`config.mk`:
```
export PLATFORM = sky130hd
export DESIGN_NAME = htc_top
export DESIGN_NICKNAME = d
export VERILOG_FILES = /design/src/pkg/htc_pkg.sv /design/src/pkg/htc_mem_if.sv /design/src/core/htc_eeprom.sv /design/src/core/htc_tcomp.sv /design/src/core/htc_top.sv
export VERILOG_INCLUDE_DIRS = /design/src /design/src/pkg
export SDC_FILE = /design/constraint.sdc
export NUM_CORES = 2
export LEC_CHECK = 0
export ABC_AREA = 1
export BUFFER_PORTS_ARGS = -buffer_cell sky130_fd_sc_hd__buf_2
export CORE_ASPECT_RATIO = 1.1
export CORE_MARGIN = 2
export CORE_UTILIZATION = 50
export CTS_CLUSTER_SIZE = 28
export DETAILED_ROUTE_END_ITERATION = 12
export PLACE_DENSITY = 0.66
export RECOVER_POWER = 100
export SLEW_MARGIN = 40
export SYNTH_ARGS = -nofsm -noshare
export SYNTH_HDL_FRONTEND = slang
export SYNTH_HIERARCHICAL = 1
export SYNTH_SLANG_ARGS = --single-unit
```
`constraint.sdc`:
```
create_clock -name clock -period 20.8 [get_ports clock]
set_clock_uncertainty 0.05 [all_clocks]
set_input_delay 6.24 -clock clock [delete_from_list [all_inputs] [get_ports clock]]
set_output_delay 6.24 -clock clock [all_outputs]
set_load 0.005 [all_outputs]
```
`src/pkg/htc_cfg.svh`:
```
`ifndef HTC_CFG_SVH
`define HTC_CFG_SVH

// ----------------------------------------
// Memory matrix geometry
// ----------------------------------------
`define HTC_ROWS 16
`define HTC_DATA_ROWS 15
`define HTC_COLS 9
`define HTC_ROW_W 10
`define HTC_PAR_ROW 4'hf
`define HTC_LAST_DATA_ROW 4'he
`define HTC_COL_PAR_EXP 10'h2aa

// ----------------------------------------
// Field positions in the shadow
// ----------------------------------------
`define HTC_ROW_LIN 4'h0
`define HTC_ROW_QUAD 4'h1
`define HTC_ROW_TREF 4'h2
`define HTC_ROW_LOCK 4'he
`define HTC_LOCK_LSB 7

// ----------------------------------------
// Coefficient decoding, Q23 factor
// ----------------------------------------
`define HTC_LIN_OFS 160
`define HTC_QUAD_OFS 128
`define HTC_TREF_STEP 16
`define HTC_TREF_BASE 48
`define HTC_LIN_SHIFT 7
`define HTC_FRAC 23
`define HTC_ONE 8388608

// ----------------------------------------
// Output levels and timing
// ----------------------------------------
`define HTC_DAC_SUPPLY 16'hffff
`define HTC_DAC_RESET 16'h0000
`define HTC_CLK_HZ 20000000
`define HTC_WRITE_PULSE_US 10000
`define HTC_ERASE_PULSE_US 80000
`define HTC_CNT_W 21

`endif

```
`src/pkg/htc_pkg.sv`:
```
`include "htc_cfg.svh"

package htc_pkg;

	typedef enum logic [3:0] {
		ST_LOAD_RD,
		ST_LOAD_CHK,
		ST_FIX,
		ST_IDLE,
		ST_EE_RD,
		ST_EE_RET,
		ST_ERASE,
		ST_WRITE
	} htc_state_t;

	typedef enum logic [2:0] {
		OP_RAM_WR,
		OP_RAM_RD,
		OP_EE_WR,
		OP_EE_RD,
		OP_ADC_RD,
		OP_DAC_SET,
		OP_DAC_OFF,
		OP_STATUS
	} htc_op_t;

	typedef struct packed {
		htc_state_t state;
		logic [3:0] idx;
		logic [`HTC_CNT_W-1:0] cnt;
		logic [`HTC_DATA_ROWS-1:0][`HTC_COLS-1:0] shadow;
		logic [`HTC_ROW_W-1:0] col_acc;
		logic [3:0] bad_row;
		logic [1:0] bad_cnt;
		logic [3:0] cmd_addr;
		logic [15:0] cmd_data;
		logic locked;
		logic mem_error;
		logic load_done;
		logic dac_test;
		logic [15:0] dac_test_val;
		logic [15:0] adc_last;
		logic [15:0] dac_code;
		logic dac_valid;
		logic prog_ready;
		logic [15:0] prog_rdata;
		logic prog_rvalid;
		logic prog_refused;
		logic erase_pulse;
		logic write_pulse;
	} htc_top_t;

	typedef struct packed {
		logic signed [31:0] factor;
		logic signed [15:0] hall_d;
		logic valid1;
		logic [15:0] out;
		logic out_valid;
	} htc_comp_t;

endpackage

```
`src/pkg/htc_mem_if.sv`:
```
interface htc_mem_if;
	logic [3:0] addr;
	logic we;
	logic [9:0] wdata;
	logic [9:0] rdata;

	modport ctrl (output addr, output we, output wdata, input rdata);
	modport mem (input addr, input we, input wdata, output rdata);
endinterface

```
`src/core/htc_eeprom.sv`:
```
`include "htc_cfg.svh"

module htc_eeprom #(
	parameter int ROWS = `HTC_ROWS
) (
	input wire logic clock,
	htc_mem_if.mem port
);

	// ----------------------------------------
	// Cell array, kept across reset
	// ----------------------------------------
	logic [`HTC_ROW_W-1:0] cells [ROWS];
	logic [`HTC_ROW_W-1:0] rdata_reg;

	always_ff @(posedge clock) begin
		if (port.we) begin
			cells[port.addr] <= port.wdata;
		end
		rdata_reg <= cells[port.addr];
	end

	assign port.rdata = rdata_reg;

endmodule

```
`src/core/htc_tcomp.sv`:
```
`include "htc_cfg.svh"

module htc_tcomp (
	input wire logic clock,
	input wire logic sys_rst,
	input wire logic [8:0] lin_code,
	input wire logic [7:0] quad_code,
	input wire logic [2:0] tref_code,
	input wire logic signed [7:0] die_temp,
	input wire logic signed [15:0] hall_in,
	input wire logic hall_valid,
	output logic [15:0] hall_out,
	output logic out_valid
);

	// ----------------------------------------
	// Arithmetic
	// ----------------------------------------
	// Factor in Q23: the linear step 1/65536 is 128 steps of 1/8388608
	function automatic logic signed [31:0] sens_factor(
		input logic [8:0] lin,
		input logic [7:0] quad,
		input logic [2:0] tref,
		input logic signed [7:0] temp
	);
		int ref_t;
		int d;
		int c1;
		int c2;
		ref_t = `HTC_TREF_STEP * int'(tref) - `HTC_TREF_BASE;
		d = int'(temp) - ref_t;
		c1 = int'(lin) - `HTC_LIN_OFS;
		c2 = int'(quad) - `HTC_QUAD_OFS;
		return 32'(`HTC_ONE + ((c1 * d) <<< `HTC_LIN_SHIFT) + c2 * d * d);
	endfunction

	// Clips instead of wrapping so an extreme factor cannot flip the sign
	function automatic logic [15:0] sat16(input logic signed [47:0] v);
		if (v > 48'sh7fff) begin
			return 16'h7fff;
		end else if (v < -48'sh8000) begin
			return 16'h8000;
		end
		return v[15:0];
	endfunction

	// ----------------------------------------
	// State
	// ----------------------------------------
	htc_pkg::htc_comp_t s_reg;
	htc_pkg::htc_comp_t s_next;

	always_comb begin
		s_next = s_reg;
		s_next.valid1 = hall_valid;
		s_next.out_valid = s_reg.valid1;
		if (hall_valid) begin
			s_next.factor = sens_factor(lin_code, quad_code, tref_code, die_temp);
			s_next.hall_d = hall_in;
		end
		if (s_reg.valid1) begin
			s_next.out = sat16((48'(s_reg.hall_d) * 48'(s_reg.factor)) >>> `HTC_FRAC);
		end
	end

	always_ff @(posedge clock) begin
		if (sys_rst) begin
			s_reg <= '0;
		end else begin
			s_reg <= s_next;
		end
	end

	assign hall_out = s_reg.out;
	assign out_valid = s_reg.out_valid;

endmodule

```
`src/core/htc_top.sv`:
```
`include "htc_cfg.svh"

module htc_top #(
	parameter int CLK_HZ = `HTC_CLK_HZ,
	parameter int ERASE_CYC = int'(64'(`HTC_ERASE_PULSE_US) * 64'(CLK_HZ) / 64'd1000000),
	parameter int WRITE_CYC = int'(64'(`HTC_WRITE_PULSE_US) * 64'(CLK_HZ) / 64'd1000000)
) (
	input wire logic clock,
	input wire logic sys_rst,
	input wire logic signed [15:0] hall_sample,
	input wire logic hall_valid,
	input wire logic signed [7:0] die_temp,
	input wire logic prog_valid,
	input wire logic [2:0] prog_op,
	input wire logic [3:0] prog_addr,
	input wire logic [15:0] prog_wdata,
	output logic prog_ready,
	output logic [15:0] prog_rdata,
	output logic prog_rvalid,
	output logic prog_refused,
	output logic [15:0] dac_code,
	output logic dac_valid,
	output logic ee_erase_pulse,
	output logic ee_write_pulse,
	output logic mem_error,
	output logic locked,
	output logic load_done
);

	// ----------------------------------------
	// Helpers
	// ----------------------------------------
	function automatic logic [3:0] col_index(input logic [`HTC_ROW_W-1:0] syn);
		logic [3:0] r;
		r = 4'h0;
		for (int i = 0; i < `HTC_ROW_W; i++) begin
			if (syn[i]) begin
				r = 4'(i);
			end
		end
		return r;
	endfunction

	function automatic logic lock_set(input logic [`HTC_COLS-1:0] row);
		return &row[`HTC_LOCK_LSB +: 2];
	endfunction

	// ----------------------------------------
	// Submodules
	// ----------------------------------------
	htc_mem_if mem_bus ();
	htc_pkg::htc_top_t s_reg;
	htc_pkg::htc_top_t s_next;
	logic [15:0] comp_out;
	logic comp_valid;

	// 15 data rows of 9 bits, each with a row parity bit, plus one column parity row
	htc_eeprom #(
		.ROWS(`HTC_ROWS)
	) u_mem (
		.clock(clock),
		.port(mem_bus.mem)
	);

	// Coefficients always come from the shadow, never straight from cells
	htc_tcomp u_comp (
		.clock(clock),
		.sys_rst(sys_rst),
		.lin_code(s_reg.shadow[`HTC_ROW_LIN]),
		.quad_code(s_reg.shadow[`HTC_ROW_QUAD][7:0]),
		.tref_code(s_reg.shadow[`HTC_ROW_TREF][2:0]),
		.die_temp(die_temp),
		.hall_in(hall_sample),
		.hall_valid(hall_valid),
		.hall_out(comp_out),
		.out_valid(comp_valid)
	);

	assign mem_bus.addr = (s_reg.state == htc_pkg::ST_LOAD_RD) ? s_reg.idx : s_reg.cmd_addr;
	// Cell write lands on the last cycle of each pulse
	assign mem_bus.we = (s_reg.state == htc_pkg::ST_ERASE || s_reg.state == htc_pkg::ST_WRITE)
		&& s_reg.cnt == '0;
	assign mem_bus.wdata = (s_reg.state == htc_pkg::ST_WRITE) ? s_reg.cmd_data[9:0] : '0;

	// ----------------------------------------
	// Next state
	// ----------------------------------------
	always_comb begin
		logic [`HTC_ROW_W-1:0] row;
		logic [`HTC_ROW_W-1:0] syn;
		logic [3:0] col;
		logic bad;
		row = mem_bus.rdata;
		syn = s_reg.col_acc ^ `HTC_COL_PAR_EXP;
		col = col_index(syn);
		bad = 1'b0;
		s_next = s_reg;
		s_next.prog_rvalid = 1'b0;
		s_next.prog_refused = 1'b0;
		if (hall_valid) begin
			s_next.adc_last = hall_sample;
		end
		case (s_reg.state)
			htc_pkg::ST_LOAD_RD: begin
				s_next.state = htc_pkg::ST_LOAD_CHK;
			end
			htc_pkg::ST_LOAD_CHK: begin
				if (s_reg.idx != `HTC_PAR_ROW) begin
					s_next.shadow[s_reg.idx] = row[`HTC_COLS-1:0];
				end
				s_next.col_acc = s_reg.col_acc ^ row;
				// The column parity row has no parity bit of its own: its count
				// is fixed by the other rows, so only data rows are checked
				if (s_reg.idx != `HTC_PAR_ROW && !(^row)) begin
					s_next.bad_row = s_reg.idx;
					if (s_reg.bad_cnt != 2'd2) begin
						s_next.bad_cnt = s_reg.bad_cnt + 2'd1;
					end
				end
				if (s_reg.idx == `HTC_PAR_ROW) begin
					s_next.state = htc_pkg::ST_FIX;
				end else begin
					s_next.idx = s_reg.idx + 4'd1;
					s_next.state = htc_pkg::ST_LOAD_RD;
				end
			end
			htc_pkg::ST_FIX: begin
				// Two bad rows, or syndromes that disagree, cannot be repaired
				bad = (s_reg.bad_cnt > 2'd1) || (s_reg.bad_cnt == 2'd1 && !$onehot(syn))
					// One column bit alone means only the column parity row was hit
					|| (s_reg.bad_cnt == 2'd0 && !$onehot0(syn));
				if (!bad && s_reg.bad_cnt == 2'd1 && s_reg.bad_row != `HTC_PAR_ROW
					&& col < 4'(`HTC_COLS)) begin
					s_next.shadow[s_reg.bad_row][col] = ~s_reg.shadow[s_reg.bad_row][col];
				end
				s_next.mem_error = bad;
				// Taken from the corrected row so a flipped lock bit cannot decide
				s_next.locked = lock_set(s_next.shadow[`HTC_ROW_LOCK]);
				s_next.load_done = 1'b1;
				s_next.state = htc_pkg::ST_IDLE;
			end
			htc_pkg::ST_IDLE: begin
				if (prog_valid) begin
					s_next.cmd_addr = prog_addr;
					s_next.cmd_data = prog_wdata;
					// A refusal still answers, so a programmer on shared lines is not left waiting
					if (s_reg.locked) begin
						s_next.prog_refused = 1'b1;
					end else begin
						case (htc_pkg::htc_op_t'(prog_op))
							htc_pkg::OP_RAM_WR: begin
								if (prog_addr > `HTC_LAST_DATA_ROW) begin
									s_next.prog_refused = 1'b1;
								end else begin
									s_next.shadow[prog_addr] = prog_wdata[`HTC_COLS-1:0];
									s_next.prog_rvalid = 1'b1;
									s_next.prog_rdata = prog_wdata & 16'h01ff;
								end
							end
							htc_pkg::OP_RAM_RD: begin
								if (prog_addr > `HTC_LAST_DATA_ROW) begin
									s_next.prog_refused = 1'b1;
								end else begin
									s_next.prog_rvalid = 1'b1;
									s_next.prog_rdata = {7'h00, s_reg.shadow[prog_addr]};
								end
							end
							htc_pkg::OP_EE_WR: begin
								s_next.cnt = `HTC_CNT_W'(ERASE_CYC - 1);
								s_next.state = htc_pkg::ST_ERASE;
							end
							htc_pkg::OP_EE_RD: begin
								s_next.state = htc_pkg::ST_EE_RD;
							end
							htc_pkg::OP_ADC_RD: begin
								s_next.prog_rvalid = 1'b1;
								s_next.prog_rdata = s_reg.adc_last;
							end
							htc_pkg::OP_DAC_SET: begin
								s_next.dac_test = 1'b1;
								s_next.dac_test_val = prog_wdata;
								s_next.prog_rvalid = 1'b1;
								s_next.prog_rdata = prog_wdata;
							end
							htc_pkg::OP_DAC_OFF: begin
								s_next.dac_test = 1'b0;
								s_next.prog_rvalid = 1'b1;
								s_next.prog_rdata = '0;
							end
							default: begin
								s_next.prog_rvalid = 1'b1;
								s_next.prog_rdata = {12'h000, s_reg.dac_test, s_reg.locked,
									s_reg.mem_error, s_reg.load_done};
							end
						endcase
					end
				end
			end
			htc_pkg::ST_EE_RD: begin
				s_next.state = htc_pkg::ST_EE_RET;
			end
			htc_pkg::ST_EE_RET: begin
				// Raw row with its parity bit, so the programmer can rebuild columns
				s_next.prog_rvalid = 1'b1;
				s_next.prog_rdata = {6'h00, row};
				s_next.state = htc_pkg::ST_IDLE;
			end
			htc_pkg::ST_ERASE: begin
				// Row is cleared first so the write pulse only has to set bits
				if (s_reg.cnt == '0) begin
					s_next.cnt = `HTC_CNT_W'(WRITE_CYC - 1);
					s_next.state = htc_pkg::ST_WRITE;
				end else begin
					s_next.cnt = s_reg.cnt - `HTC_CNT_W'(1);
				end
			end
			htc_pkg::ST_WRITE: begin
				if (s_reg.cnt == '0) begin
					// A locking row takes effect at once, not only after reload
					if (s_reg.cmd_addr == `HTC_ROW_LOCK && lock_set(s_reg.cmd_data[8:0])) begin
						s_next.locked = 1'b1;
					end
					s_next.prog_rvalid = 1'b1;
					s_next.prog_rdata = s_reg.cmd_data & 16'h03ff;
					s_next.state = htc_pkg::ST_IDLE;
				end else begin
					s_next.cnt = s_reg.cnt - `HTC_CNT_W'(1);
				end
			end
			default: begin
				s_next.state = htc_pkg::ST_IDLE;
			end
		endcase
		// Locking also ends any test mode so only application output remains
		if (s_next.locked) begin
			s_next.dac_test = 1'b0;
		end
		s_next.prog_ready = (s_next.state == htc_pkg::ST_IDLE);
		s_next.erase_pulse = (s_next.state == htc_pkg::ST_ERASE);
		s_next.write_pulse = (s_next.state == htc_pkg::ST_WRITE);
		// Output selection: error beats test mode, test mode beats signal path
		if (s_next.mem_error) begin
			s_next.dac_code = `HTC_DAC_SUPPLY;
			s_next.dac_valid = 1'b1;
		end else if (s_next.dac_test) begin
			s_next.dac_code = s_next.dac_test_val;
			s_next.dac_valid = 1'b1;
		end else if (s_reg.load_done && comp_valid) begin
			s_next.dac_code = comp_out;
			s_next.dac_valid = 1'b1;
		end else if (!s_reg.load_done) begin
			s_next.dac_code = `HTC_DAC_RESET;
			s_next.dac_valid = 1'b0;
		end
	end

	// ----------------------------------------
	// Registers
	// ----------------------------------------
	always_ff @(posedge clock) begin
		// Cells keep their contents; only the shadow and control restart
		if (sys_rst) begin
			s_reg <= '0;
			s_reg.state <= htc_pkg::ST_LOAD_RD;
		end else begin
			s_reg <= s_next;
		end
	end

	assign prog_ready = s_reg.prog_ready;
	assign prog_rdata = s_reg.prog_rdata;
	assign prog_rvalid = s_reg.prog_rvalid;
	assign prog_refused = s_reg.prog_refused;
	assign dac_code = s_reg.dac_code;
	assign dac_valid = s_reg.dac_valid;
	assign ee_erase_pulse = s_reg.erase_pulse;
	assign ee_write_pulse = s_reg.write_pulse;
	assign mem_error = s_reg.mem_error;
	assign locked = s_reg.locked;
	assign load_done = s_reg.load_done;

endmodule

```
==> impl_metrics.ini <==
[run_status]
status = complete, but fails checks
violations = max-capacitance violations, max-slew violations

[drt]
drt-wirelength-per-cell_um = 20.5
vias = 52800
wl_mm = 191
drt-initial-drc-count = 5218
drc_errors = 0
drtPass1Iterations = 7
drtAntennaViolNets = 0
via_per_inst = 5.67

[setup_path]
crit_arrival_ns = 18.43
cp.buffers_inverters = 10
cp-start-kind = input port
cp_top_family = adder cells
crit_type = input port to register
setup.worst_path.end_class = register
slowest_stage = clkinv_1
cpPeakStageDelay_ns = 0.91
cp.required_ns = 21.28
crit_path_max_fanout = 19
path_common_cell = fa_1

[timing]
fin_hold_ws_ns = 0.410
max_clock_freq_mhz = 55.7
hold_viol = 0
finalCritPeriodShare_pct = 86.3
tightest_slew_ns = 4.15
setup_viol = 0
finalMaxSlewViolations = 551
slew_headroom_pct = -176
rsz0062_at_grt = no
min_period_ns = 17.95
tns_ns = 0

[logic_synthesis]
synth_largest_area_cell = fa_1
synth.top_cell.area_share_pct = 25.3
synth_seq_area_share_pct = 19.9
async_flop_share_pct = 0
synth_warnings = 6
syn_avg_cell_area_um2 = 7.35
synthTopCellsByArea = fa_1, nand2_1, dfxtp_1, inv_1, edfxtp_1
ys_ff_latch = 500
synthesis.nets = 8984
synth-edff-count = 160
syn_area_um2 = 58300
netlist_instances = 7937
synthFlopType = dfxtp_1
ys_types = 62

[finish]
final_cell_mix = nand2_1, inv_1, fa_1, nor2_1, o21ai_0
fillers = 11200
utilization_pct = 52.9
diodes = 0
num-nets-final = 8786
area_growth_pct = 5.02
layout_commonest_cell = nand2_1
drive_gt1_share_pct = 5.06

[clock_network]
cts.path.max_buffers = 3
clock-root-buffer = clkbuf_16
cts_hold_buf = 0
clkTransAtPathRegs_ns = 0.06
h-tree-depth = 2
clock_sinks = 500
ctsResizeCount = 0
cts_tree = yes
clk_latency_ns = 0.70
post_cts.repair.setup_buffers = 0
cts-buffers-inserted = 56

[floorplanning]
die_h_um = 362
initial_core_util_pct = 50.3
core_area_um2 = 116000
die_x_um = 330
num_rows = 131
io_pins = 92
dieArea_um2 = 119000

[placement]
post-dp-hpwl_mm = 137
place.gp.congestion = 1.01
port_buffers = 91

[worst_hold_path]
worst_hold_path_type = register to register

[global_route]
grt_max_degree = 104
grt.total_usage_pct = 32.1
antenna_found_initial = 4
first_global_vias = 52100
overflow = 0
grt_pass1_wl_mm = 298

[run]
cap_viol_max_count = 11
[worst reg2reg max path: cells and delay by family (launching register included)]
| kind | cells | cell delay [ns] |
|---|---|---|
| DFF | 1 | 0.55 |
| buffers and inverters | 9 | 1.59 |
| AOI/OAI and AO/OA | 8 | 1.62 |
| and+or+nand+nor | 15 | 2.93 |
| adders and majority gates | 14 | 6.22 |
| xor gates and xnor gates | 1 | 0.07 |
[cell usage after synthesis (20+ instances only)]
cell / count
a21oi_1: 180
a21oi_2: 22
a41oi_1: 134
buf_1: 20
buf_2: 55
buf_4: 55
clkbuf_1: 291
dfxtp_1: 340
edfxtp_1: 160
fa_1: 736
ha_1: 260
inv_1: 1571
inv_2: 26
nand2_1: 2046
nand2_2: 29
nand3_1: 345
nand4_1: 66
nor2_1: 577
nor3_1: 26
o211ai_1: 160
o21ai_0: 471
o22ai_1: 67
or2_2: 23
xnor2_1: 51
xor2_1: 43
[kinds of logic after synthesis]
logic type,Yosys count,share of synthesized area (%)
buffers and inverters,2048,13.8
other,1,0.00643
DFF,500,19.9
xor gates and xnor gates,94,1.41
adders and majority gates,996,30.8
AOI/OAI and AO/OA,1125,11.9
and+or+nand+nor,3173,22.2
[cell type report]
class | instances | area [µm²] | share of cell area (%)
timing repair buffer | 178 | 1040 | 1.70
multi-input combinational | 5389 | 38700 | 63.2
sequential | 500 | 11600 | 19.0
inverter | 1614 | 6060 | 9.89
clock buffer | 81 | 1650 | 2.69
tap | 1529 | 1910 | 3.12
clock inverter | 25 | 268 | 0.437
[through the flow]
step	worst slack [ns]	area [µm²]	std cells
floorplan	4.70	58300	7937
global placement	2.68	59400	9210
detailed placement	2.48	59500	9210
CTS	3.15	61400	9316
global route	2.17	61300	9316
finish	2.85	61300	9316
[layer usage]
metal	vias to the layer above	GRT usage, %	routed length, µm
met1	25500	42.7	75700
met3	611	4.92	16900
met2	2532	51.1	87400
met5	-	0	26
li1	24200	-	-
met4	4	15.5	10800
[final timing paths]
path,start,endpoint,slack (ns),depth (start not counted)
setup / recovery,die_temp[6],u_comp/s_reg[61],2.85,46
hold / removal,prog_rdata[14],prog_rdata[14],0.41,2
setup reg to reg,register,u_comp/s_reg[61],7.61,47
hold reg to reg,prog_rdata[14],prog_rdata[14],0.41,2
Power is left out: the tool's default activity adds up to more than one toggle a clock period on the data nets, which glitch-free logic cannot reach.
